===== src/tsq_regs.svh =====
// Purpose: Register indices, field positions and reset values of the sensor register bank
// Assumes: Byte address on the bus is four times the register index
// Notes: Definitions only
`ifndef TSQ_REGS_SVH
`define TSQ_REGS_SVH
`define TSQ_IDX_W 8
`define TSQ_IDX_STATUS 8'h00
`define TSQ_IDX_IEN 8'h01
`define TSQ_IDX_WR_IDX 8'h04
`define TSQ_IDX_RD_IDX 8'h05
`define TSQ_IDX_LOST 8'h06
`define TSQ_IDX_FILL 8'h07
`define TSQ_IDX_DATA 8'h08
`define TSQ_IDX_THR 8'h09
`define TSQ_IDX_CTRL 8'h0A
`define TSQ_IDX_IRQ_CLR 8'h0C
`define TSQ_IDX_HI_UPPER 8'h10
`define TSQ_IDX_HI_LOWER 8'h11
`define TSQ_BIT_AFULL 7
`define TSQ_BIT_LOW 2
`define TSQ_BIT_HIGH 1
`define TSQ_BIT_DONE 0
`define TSQ_BIT_FLUSH 4
`define TSQ_BIT_CLR_POP 3
`define TSQ_BIT_AF_STYLE 2
`define TSQ_BIT_ROLL 1
`define TSQ_IRQ_MASK 8'h87
`define TSQ_CTRL_MASK 8'h1E
`define TSQ_RST_IEN 8'h00
`define TSQ_RST_STATUS 8'h00
`define TSQ_RST_RD_IDX 5'h00
`define TSQ_RST_THR 5'h0F
`define TSQ_RST_CTRL 8'h00
`define TSQ_RST_HI_UPPER 8'h7F
`define TSQ_RST_HI_LOWER 8'hFF
`endif


===== src/tsq_pkg.sv =====
// Purpose: Types shared by the sensor register bank
// Assumes: Nothing beyond the register header
// Notes: All state of the bank is one struct
`default_nettype none
package tsq_pkg;
	typedef struct packed {
		logic [4:0] wr_idx;
		logic [5:0] fill;
		logic [4:0] lost;
		logic [7:0] data;
	} tsq_queue_t;
	typedef struct packed {
		logic [4:0] rd_idx;
		logic [4:0] af_thr;
		logic flush;
		logic clr_on_pop;
		logic af_style;
		logic rollover;
		logic [15:0] hi_thr;
	} tsq_cfg_t;
	typedef struct packed {
		logic ack;
		logic [7:0] ien;
		logic [7:0] status;
		logic [4:0] rd_idx;
		logic [4:0] af_thr;
		logic [7:0] ctrl;
		logic [7:0] hi_upper;
		logic [7:0] hi_lower;
		logic [31:0] rdata;
	} tsq_state_t;
endpackage
`default_nettype wire


===== src/tsq_regs_top.sv =====
// Purpose: Avalon-MM register bank with status flags, enables and interrupt of a temp sensor
// Assumes: Queue and conversion logic sit outside and feed the inputs here
// Notes: Every access takes one wait cycle; read side effects act at completion
//
// Added by the designer: the Avalon-MM interface to the registers.
`include "tsq_regs.svh"
`default_nettype none

module tsq_regs_top (
	// Clock and reset
	input wire logic clk_i,
	input wire logic rst_i,
	// Avalon-MM slave
	input wire logic [9:0] avs_address_i,
	input wire logic avs_read_i,
	input wire logic avs_write_i,
	input wire logic [3:0] avs_byteenable_i,
	input wire logic [31:0] avs_writedata_i,
	output logic [31:0] avs_readdata_o,
	output logic avs_waitrequest_o,
	// Measurement and queue events
	input wire logic temp_valid_i,
	input wire logic [15:0] temp_value_i,
	input wire logic below_low_i,
	input wire logic almost_full_i,
	input wire tsq_pkg::tsq_queue_t queue_i,
	input wire logic pin_irq_sel_i,
	// Queue control and interrupt
	output tsq_pkg::tsq_cfg_t cfg_o,
	output logic queue_pop_o,
	output logic irq_o
);
	tsq_pkg::tsq_state_t st_q;
	tsq_pkg::tsq_state_t st_d;
	logic [7:0] idx;
	logic busy;
	logic rd_fire;
	logic wr_fire;
	logic wr_lane;
	logic pop;
	logic above_high;
	logic [7:0] set_ev;
	logic [7:0] clr_ev;

	function automatic logic [31:0] read_mux(input logic [7:0] i,
			input tsq_pkg::tsq_state_t s, input tsq_pkg::tsq_queue_t q);
		logic [31:0] r;
		r = 32'h0000_0000;
		unique case (i)
			`TSQ_IDX_STATUS: r[7:0] = s.status;
			`TSQ_IDX_IEN: r[7:0] = s.ien;
			`TSQ_IDX_WR_IDX: r[4:0] = q.wr_idx;
			`TSQ_IDX_RD_IDX: r[4:0] = s.rd_idx;
			`TSQ_IDX_LOST: r[4:0] = q.lost;
			`TSQ_IDX_FILL: r[5:0] = q.fill;
			`TSQ_IDX_DATA: r[7:0] = q.data;
			`TSQ_IDX_THR: r[4:0] = s.af_thr;
			`TSQ_IDX_CTRL: r[7:0] = s.ctrl;
			`TSQ_IDX_HI_UPPER: r[7:0] = s.hi_upper;
			`TSQ_IDX_HI_LOWER: r[7:0] = s.hi_lower;
			default: r = 32'h0000_0000;
		endcase
		return r;
	endfunction

	assign idx = avs_address_i[9:2];
	assign busy = avs_read_i | avs_write_i;
	assign rd_fire = avs_read_i & st_q.ack;
	assign wr_fire = avs_write_i & st_q.ack;
	assign wr_lane = wr_fire & avs_byteenable_i[0];
	assign pop = rd_fire && (idx == `TSQ_IDX_DATA);
	assign above_high = $signed(temp_value_i) > $signed({st_q.hi_upper, st_q.hi_lower});

	always_comb begin
		set_ev = 8'h00;
		set_ev[`TSQ_BIT_AFULL] = almost_full_i;
		set_ev[`TSQ_BIT_LOW] = below_low_i;
		set_ev[`TSQ_BIT_HIGH] = temp_valid_i & above_high;
		set_ev[`TSQ_BIT_DONE] = temp_valid_i;
	end

	always_comb begin
		clr_ev = 8'h00;
		// Only clear what the completing read actually returned
		if (rd_fire && (idx == `TSQ_IDX_STATUS)) begin
			clr_ev = st_q.rdata[7:0];
		end
		if (wr_lane && (idx == `TSQ_IDX_IRQ_CLR)) begin
			clr_ev = clr_ev | avs_writedata_i[7:0];
		end
		if (pop) begin
			clr_ev[`TSQ_BIT_DONE] = 1'b1;
			if (st_q.ctrl[`TSQ_BIT_CLR_POP]) begin
				clr_ev[`TSQ_BIT_AFULL] = 1'b1;
			end
		end
	end

	always_comb begin
		st_d = st_q;
		st_d.ack = busy & ~st_q.ack;
		if (busy & ~st_q.ack) begin
			st_d.rdata = avs_read_i ? read_mux(idx, st_q, queue_i) : 32'h0000_0000;
		end
		// Set wins over clear
		st_d.status = ((st_q.status & ~clr_ev) | set_ev) & `TSQ_IRQ_MASK;
		if (pop && (queue_i.fill != 6'h00)) begin
			st_d.rd_idx = st_q.rd_idx + 5'h01;
		end
		if (wr_lane) begin
			unique case (idx)
				`TSQ_IDX_IEN: st_d.ien = avs_writedata_i[7:0] & `TSQ_IRQ_MASK;
				`TSQ_IDX_RD_IDX: st_d.rd_idx = avs_writedata_i[4:0];
				`TSQ_IDX_THR: st_d.af_thr = avs_writedata_i[4:0];
				`TSQ_IDX_CTRL: st_d.ctrl = avs_writedata_i[7:0] & `TSQ_CTRL_MASK;
				`TSQ_IDX_HI_UPPER: st_d.hi_upper = avs_writedata_i[7:0];
				`TSQ_IDX_HI_LOWER: st_d.hi_lower = avs_writedata_i[7:0];
				default: st_d.ack = st_d.ack;
			endcase
		end
	end

	always_ff @(posedge clk_i) begin
		if (rst_i) begin
			st_q.ack <= 1'b0;
			st_q.ien <= `TSQ_RST_IEN;
			st_q.status <= `TSQ_RST_STATUS;
			st_q.rd_idx <= `TSQ_RST_RD_IDX;
			st_q.af_thr <= `TSQ_RST_THR;
			st_q.ctrl <= `TSQ_RST_CTRL;
			st_q.hi_upper <= `TSQ_RST_HI_UPPER;
			st_q.hi_lower <= `TSQ_RST_HI_LOWER;
			st_q.rdata <= 32'h0000_0000;
		end else begin
			st_q <= st_d;
		end
	end

	assign avs_waitrequest_o = busy & ~st_q.ack;
	assign avs_readdata_o = st_q.rdata;
	assign queue_pop_o = pop;
	assign irq_o = pin_irq_sel_i & (|(st_q.status & st_q.ien));

	always_comb begin
		cfg_o.rd_idx = st_q.rd_idx;
		cfg_o.af_thr = st_q.af_thr;
		cfg_o.flush = st_q.ctrl[`TSQ_BIT_FLUSH];
		cfg_o.clr_on_pop = st_q.ctrl[`TSQ_BIT_CLR_POP];
		cfg_o.af_style = st_q.ctrl[`TSQ_BIT_AF_STYLE];
		cfg_o.rollover = st_q.ctrl[`TSQ_BIT_ROLL];
		cfg_o.hi_thr = {st_q.hi_upper, st_q.hi_lower};
	end
endmodule
`default_nettype wire


===== config.mk =====
export PLATFORM = sky130hd
export DESIGN_NAME = tsq_regs_top
export DESIGN_NICKNAME = d
export VERILOG_FILES = /design/src/tsq_pkg.sv /design/src/tsq_regs_top.sv
export VERILOG_INCLUDE_DIRS = /design/src /design/src/src
export SDC_FILE = /design/constraint.sdc
export NUM_CORES = 1
export LEC_CHECK = 0
export BUFFER_PORTS_ARGS = -buffer_cell sky130_fd_sc_hd__buf_2
export CELL_PAD_IN_SITES_DETAIL_PLACEMENT = 0
export CELL_PAD_IN_SITES_GLOBAL_PLACEMENT = 1
export CORE_AREA = 4 4 151 80
export DETAILED_ROUTE_END_ITERATION = 7
export DIE_AREA = 0 0 155 84
export GPL_TIMING_DRIVEN = 1
export PLACE_DENSITY_LB_ADDON = 0.1
export SETUP_SLACK_MARGIN = 0.2
export SYNTH_ARGS = -nofsm -noshare
export SYNTH_HDL_FRONTEND = slang
export SYNTH_SLANG_ARGS = --single-unit

===== constraint.sdc =====
create_clock -name clk_i -period 2.7 [get_ports clk_i]
set_input_delay 0.27 -clock clk_i [delete_from_list [all_inputs] [get_ports clk_i]]
set_output_delay 0.27 -clock clk_i [all_outputs]
set_load 0.01 [all_outputs]

# Yosys cells after proc, flatten, opt, wreduce, memory -nomap -nowiden
# Cells that the tools add are included.
[op_classes]
add_sub_neg = 1
magnitude_cmp = 1
eq_ne = 11
n_mux = 16
bitwise = 13
reduce_logical = 12
[op_table]
columns = ["cell", "count"]
rows = [
  ["one-hot mux 5 bit (11 select lines)", 1],
  ["two-way mux 8 bit", 5],
  ["two-way mux 34 bit", 1],
  ["equality test 8 x 3 -> 1 bit (second input constant)", 4],
  ["equality test 8 x 4 -> 1 bit (second input constant)", 4],
  ["two-way mux 5 bit", 4],
  ["bitwise AND 8 bit", 2],
  ["equality test 8 x 5 -> 1 bit (second input constant)", 2],
  ["> comparator 16 bit", 1],
  ["OR 8 bit", 2],
  ["one-hot mux 2 bit (5 select lines)", 1],
  ["AND reduction 2 bit", 5],
  ["equality test 8 x 1 -> 1 bit (second input constant)", 1],
  ["logical NOT 8 bit", 1],
  ["NOT 8 bit", 1],
  ["OR reduction 8 bit", 1],
  ["bitwise AND 1 bit", 6],
  ["nonzero test 6 bit", 1],
  ["adder 5 x 1 -> 5 bit (second input constant)", 1],
  ["one-hot mux 1 bit (5 select lines)", 1],
  ["logical AND 1 bit", 4],
  ["two-way mux 1 bit", 3],
  ["NOT 1 bit", 1],
  ["OR 1 bit", 1],
]
[word_totals]
regBits = 75
inputBits = 94

# Depth between registers and ports, before layout
[depth]
ltp_word = 10
ltp_mapped = 8
ltp_nobuf = 8

# Least setup slack after synthesis
# OpenSTA, ideal clock, no wires.
[synth_path]
path_kind = "input to register"
start = "input port avs_address_i[6]"
end = "register st_q, in the netlist cfg_o[29]"
setup_time_ns = 0.126
t_arrival_ns = 1.944
setup_slack_ns = 0.630
path_stages = 8
path_cell_list = "buf_6 > or4_4 > buf_6 > nor4_4 > o31ai_2 > nor3_2 > xnor2_1 > o21ai_1"
[synth_via]
elab_chain_cells = 6
elab_cells_between_ends = 7
[synth_lines]
columns = ["item", "line_no", "source"]
rows = [
  ["start, declared", "tsq_regs_top.sv:14", "input wire logic [9:0] avs_address_i,"],
  ["equality test 8 x 4 -> 1 bit *", "-", ""],
  ["logical AND 1 bit *", "tsq_regs_top.sv:71", "assign pop = rd_fire && (idx == `TSQ_IDX_DATA);"],
  ["via queue_pop_o", "tsq_regs_top.sv:30", "output logic queue_pop_o,"],
  ["logical AND 1 bit *", "tsq_regs_top.sv:107", "if (pop && (queue_i.fill != 6'h00)) begin"],
  ["two-way mux 5 bit *", "tsq_regs_top.sv:107", ""],
  ["two-way mux 5 bit", "tsq_regs_top.sv:111", "unique case (idx)"],
  ["two-way mux 34 bit *", "tsq_regs_top.sv:110", "if (wr_lane) begin"],
  ["end signal, assigned", "tsq_regs_top.sv:135", "st_q <= st_d;"],
  ["end, declared", "tsq_regs_top.sv:33", "tsq_pkg::tsq_state_t st_q;"],
]
# Mark *: on every way through the listed nets, which the timed path passes. The rest lies on a longest branch.
# A chain may end at the register's enable or synchronous reset.

# Worst setup path after layout
[layout_path]
start = "input port avs_address_i[6]"
end = "output port queue_pop_o"
[layout_via]
elab_chain_cells = 2
[layout_lines]
columns = ["item", "line_no"]
rows = [
  ["equality test 8 x 4 -> 1 bit", "-"],
  ["logical AND 1 bit", "tsq_regs_top.sv:71"],
  ["end, declared", "tsq_regs_top.sv:30"],
]
# No other way between the ends.

==> results.md <==
* Floorplan core area at roughly 11000 µm²
* Slew headroom at a little under two fifths
* IR Drop Worst-Case VDD at about 210 µV
* HPWL Detailed at roughly 11000 µm
* Instance count after placement with tap cells included at between 600 and 700
* CTS hold repair buffers at 0
* Number of flops mapped to enable cells by yosys at 0
* Register-to-register path setup slack at ~700 ps
* Post-CTS clock slew at the launch and capture registers of the worst setup and hold paths at approximately 60 ps
* Worst Hold Depth at 3
* Post-placement setup slack at about 520 ps
* Starting DRC count in detailed routing at between 200 and 250
* Top FF cell, synth: sky130_fd_sc_hd__dfxtp_1
* Time the worst path needs with I/O delays and setup at between 2000 and 2500 ps
* Max-cap check violation count at 0
* Vias after detailed routing at 3454
* Final-layout fill cell count at about 1200
* TritonCTS clock tree: built
* Antenna violations before repair at 0
* Post-route antenna net violation count at 0
* Setup slack of the critical path after layout at 653 ps
* Overall die area at about 13000 µm²
* Post-CTS setup repair buffer count at 0
* Insertion delay to the later sink of the worst-skew pair at between 200 and 300 ps
* Cell depth of the worst flop-to-flop path at 8
* Layout area overhead at 15.1%
* Number of gates given a new drive strength after cts at 0
* Worst Hold Launch: almost_full_i
* First-pass GRT wire length at a little under 20000 µm
* Peak Freq at approximately 490 MHz
* Sum of negative setup slack at 0 ps
* Max Transition Viols Final at 0
* Transition at the pin with the smallest max-transition slack at approximately 950 ps
* Most common cell after layout, fill and taps aside: sky130_fd_sc_hd__buf_2
* Cell taking the most area after synthesis: sky130_fd_sc_hd__dfxtp_1
* Flip-flop and latch count after synthesis at 47
* Type of the worst setup path: input pin to output port
* Post-route clock skew at around 6.2 ps
* Overflow left after global routing at 0
* Final routed wirelength across all metal layers at 13100 µm
* Post-synthesis cell type count at 59
* Biggest area contributors in the synthesized netlist: sky130_fd_sc_hd__dfxtp_1, sky130_fd_sc_hd__buf_4, sky130_fd_sc_hd__nand2_1
* Top-level port count at about 160
* Area fraction of the dominant cell type after synthesis at 26.9%
* Synthesized cell area at ~3500 µm²
* Setup violation total in the final timing report at 0
* Share of final-layout standard cells stronger than drive strength 1 at between 20 and 30%
* Via density at 5.17
* Overall routing resource usage at 20.1%
* Standby leakage power at around 1.9 nW
* Via count of the first global-routing pass at roughly 3200
* Outcome: finished clean
* Worst Hold End: st_q[73]
* Maximum number of pins on one net before global-route repair at a little under 50
* Worst Setup Start Kind: input pin
* Count of unresolved DRC violations after routing at 0
* Number of clock buffers inserted by TritonCTS at 5
* Required time of the critical path at about 2400 ps
* Clock sink count at 47
* Finished Layout Cells at ~670
* Post-route fraction of the period consumed by the critical path at between 70% and 80%
* Clk buf depth at 2
* Reg2Reg Capture Point: st_q[67]
* Mapped Cells at between 400 and 500
* Cell at the root of the clock tree: sky130_fd_sc_hd__clkbuf_16
* Fraction of registers with async set/reset at 0%
* Unrepaired setup endpoints after global routing: no
* Number of nets in the layout at between 600 and 700
* Data arrival time of the critical path at about 1800 ps
* PD cells at 392 nW/µm²
* H-tree level count at 2
* Die height at 84 µm
* Antenna Diode Count at 0
* Register area share after synthesis at a little over a quarter
* Reg-to-reg startpoint: cfg_o[15]
* Width of the die at approximately 160 µm
* Number of rows in the core area at 27
* Per-cell routed wire length at between 15 and 20 µm
* Initial Utilization at between 30% and 40%
* Final Hold Violating Endpoints at 0
* CP Max Fanout at 9
* Placer's final routability congestion estimate at about 0.95
* Most used cells in the layout excluding fill and tap cells: sky130_fd_sc_hd__buf_2, sky130_fd_sc_hd__nand2_1, sky130_fd_sc_hd__dfxtp_1
* IO Port Bufs at about 110
* Worst setup EP type: output port
* Syn_area_per_cell at ~8 µm²
* Yosys warnings at 0
* Number of detailed-route iterations in the first pass at 5
* Class of the worst hold path: input pin to register
[cell type report]
| class | instances | area [µm²] | share of cell area, % |
|---|---|---|---|
| Inverter | 22 | 82.6 | 2.05 |
| Multi-Input combinational cell | 323 | 2010 | 49.9 |
| Timing Repair Buffer | 124 | 668 | 16.6 |
| Tap cell | 145 | 181 | 4.51 |
| Clock inverter | 1 | 5.00 | 0.124 |
| Sequential cell | 47 | 941 | 23.4 |
| Clock buffer | 6 | 139 | 3.45 |
[cell usage after synthesis, types with 3 or more instances]
cell and number:
sky130_fd_sc_hd__buf_4 62, sky130_fd_sc_hd__nand2_1 60, sky130_fd_sc_hd__dfxtp_1 47, sky130_fd_sc_hd__nor2_1 37, sky130_fd_sc_hd__inv_1 21, sky130_fd_sc_hd__ha_1 17, sky130_fd_sc_hd__o21ai_0 16, sky130_fd_sc_hd__mux2i_1 15
sky130_fd_sc_hd__a21oi_1 14, sky130_fd_sc_hd__nand3_1 14, sky130_fd_sc_hd__nand3b_1 13, sky130_fd_sc_hd__clkbuf_1 12, sky130_fd_sc_hd__a22oi_1 11, sky130_fd_sc_hd__a211o_1 8, sky130_fd_sc_hd__nor3_1 8, sky130_fd_sc_hd__nand4_1 7
sky130_fd_sc_hd__a221oi_1 6, sky130_fd_sc_hd__a31oi_1 6, sky130_fd_sc_hd__nor2b_1 6, sky130_fd_sc_hd__nor4_1 4, sky130_fd_sc_hd__o21ai_1 4, sky130_fd_sc_hd__xnor2_1 4, sky130_fd_sc_hd__buf_2 3, sky130_fd_sc_hd__mux2_2 3
sky130_fd_sc_hd__nand2b_1 3, sky130_fd_sc_hd__o31a_1 3, sky130_fd_sc_hd__o31ai_1 3, sky130_fd_sc_hd__or2_2 3
[worst max-delay path: stages]
cell and delay (ps):
sky130_fd_sc_hd__buf_2 150, sky130_fd_sc_hd__or4_4 610, sky130_fd_sc_hd__nor4_4 400, sky130_fd_sc_hd__buf_4 210, sky130_fd_sc_hd__buf_2 140
[cells by family (layout without fill, tap and decap cells)]
group,after synthesis,in the layout,synth area share [%]
and+or+nand+nor,169,169,24.2
buffers and inverters,102,153,18.1
AOI/OAI and AO/OA,90,90,18.1
DFF,47,47,26.9
muxes,18,18,5.26
adders and majority gates,17,17,6.08
xor gates and xnor gates,5,5,1.25
other,1,24,0.107
[where the power goes]
group | internal (W) | total, W | switching [W]
logic | 0.0000826 | 0.000229 | 0.000147
registers | 0.000700 | 0.000707 | 0.00000750
clock network | 0.000363 | 0.000640 | 0.000278
[layer usage]
| layer | wire [µm] | GRT usage [%] | part of all wire [%] |
|---|---|---|---|
| met2 | 4600 | 24.7 | 35 |
| met4 | 119 | 2.88 | 0.91 |
| met3 | 1320 | 4.82 | 10 |
| met5 | 0 | 0 | 0 |
| met1 | 7100 | 34.0 | 54 |
[registers in the layout, summed over array words and instances (netlist names)]
register / cells
avs_readdata_o: 8
cfg_o: 30
st_q: 9
[metrics by stage]
stage | cell area (µm²) | utilization (%) | power [W] | hold slack [ps]
6_report | 4030 | 37.4 | 0.00158 | 190
5_1_grt | 4030 | 37.4 | 0.00165 | 199
4_1_cts | 4030 | 37.4 | 0.00159 | 184
3_5_place_dp | 3880 | 36.0 | 0.000948 | 473
3_3_place_gp | 3880 | 36.0 | 0.000945 | 466
2_1_floorplan | 3580 | - | 0.000860 | 379
[how the worst max path moves through the flow]
| stage | depth (start not counted) | endpoint | slack (ps) | start |
|---|---|---|---|---|
| after floorplan | 8 | cfg_o[29] | 630 | avs_address_i[6] |
| after global placement | 7 | st_q[73] | 500 | avs_address_i[6] |
| after detailed placement | 7 | cfg_o[19] | 520 | avs_address_i[6] |
| after CTS | 8 | st_q[67] | 660 | cfg_o[15] |
| after global routing | 8 | st_q[67] | 520 | cfg_o[15] |
| final | 5 | queue_pop_o | 650 | avs_address_i[6] |
(Power assumes the default switching activity.)
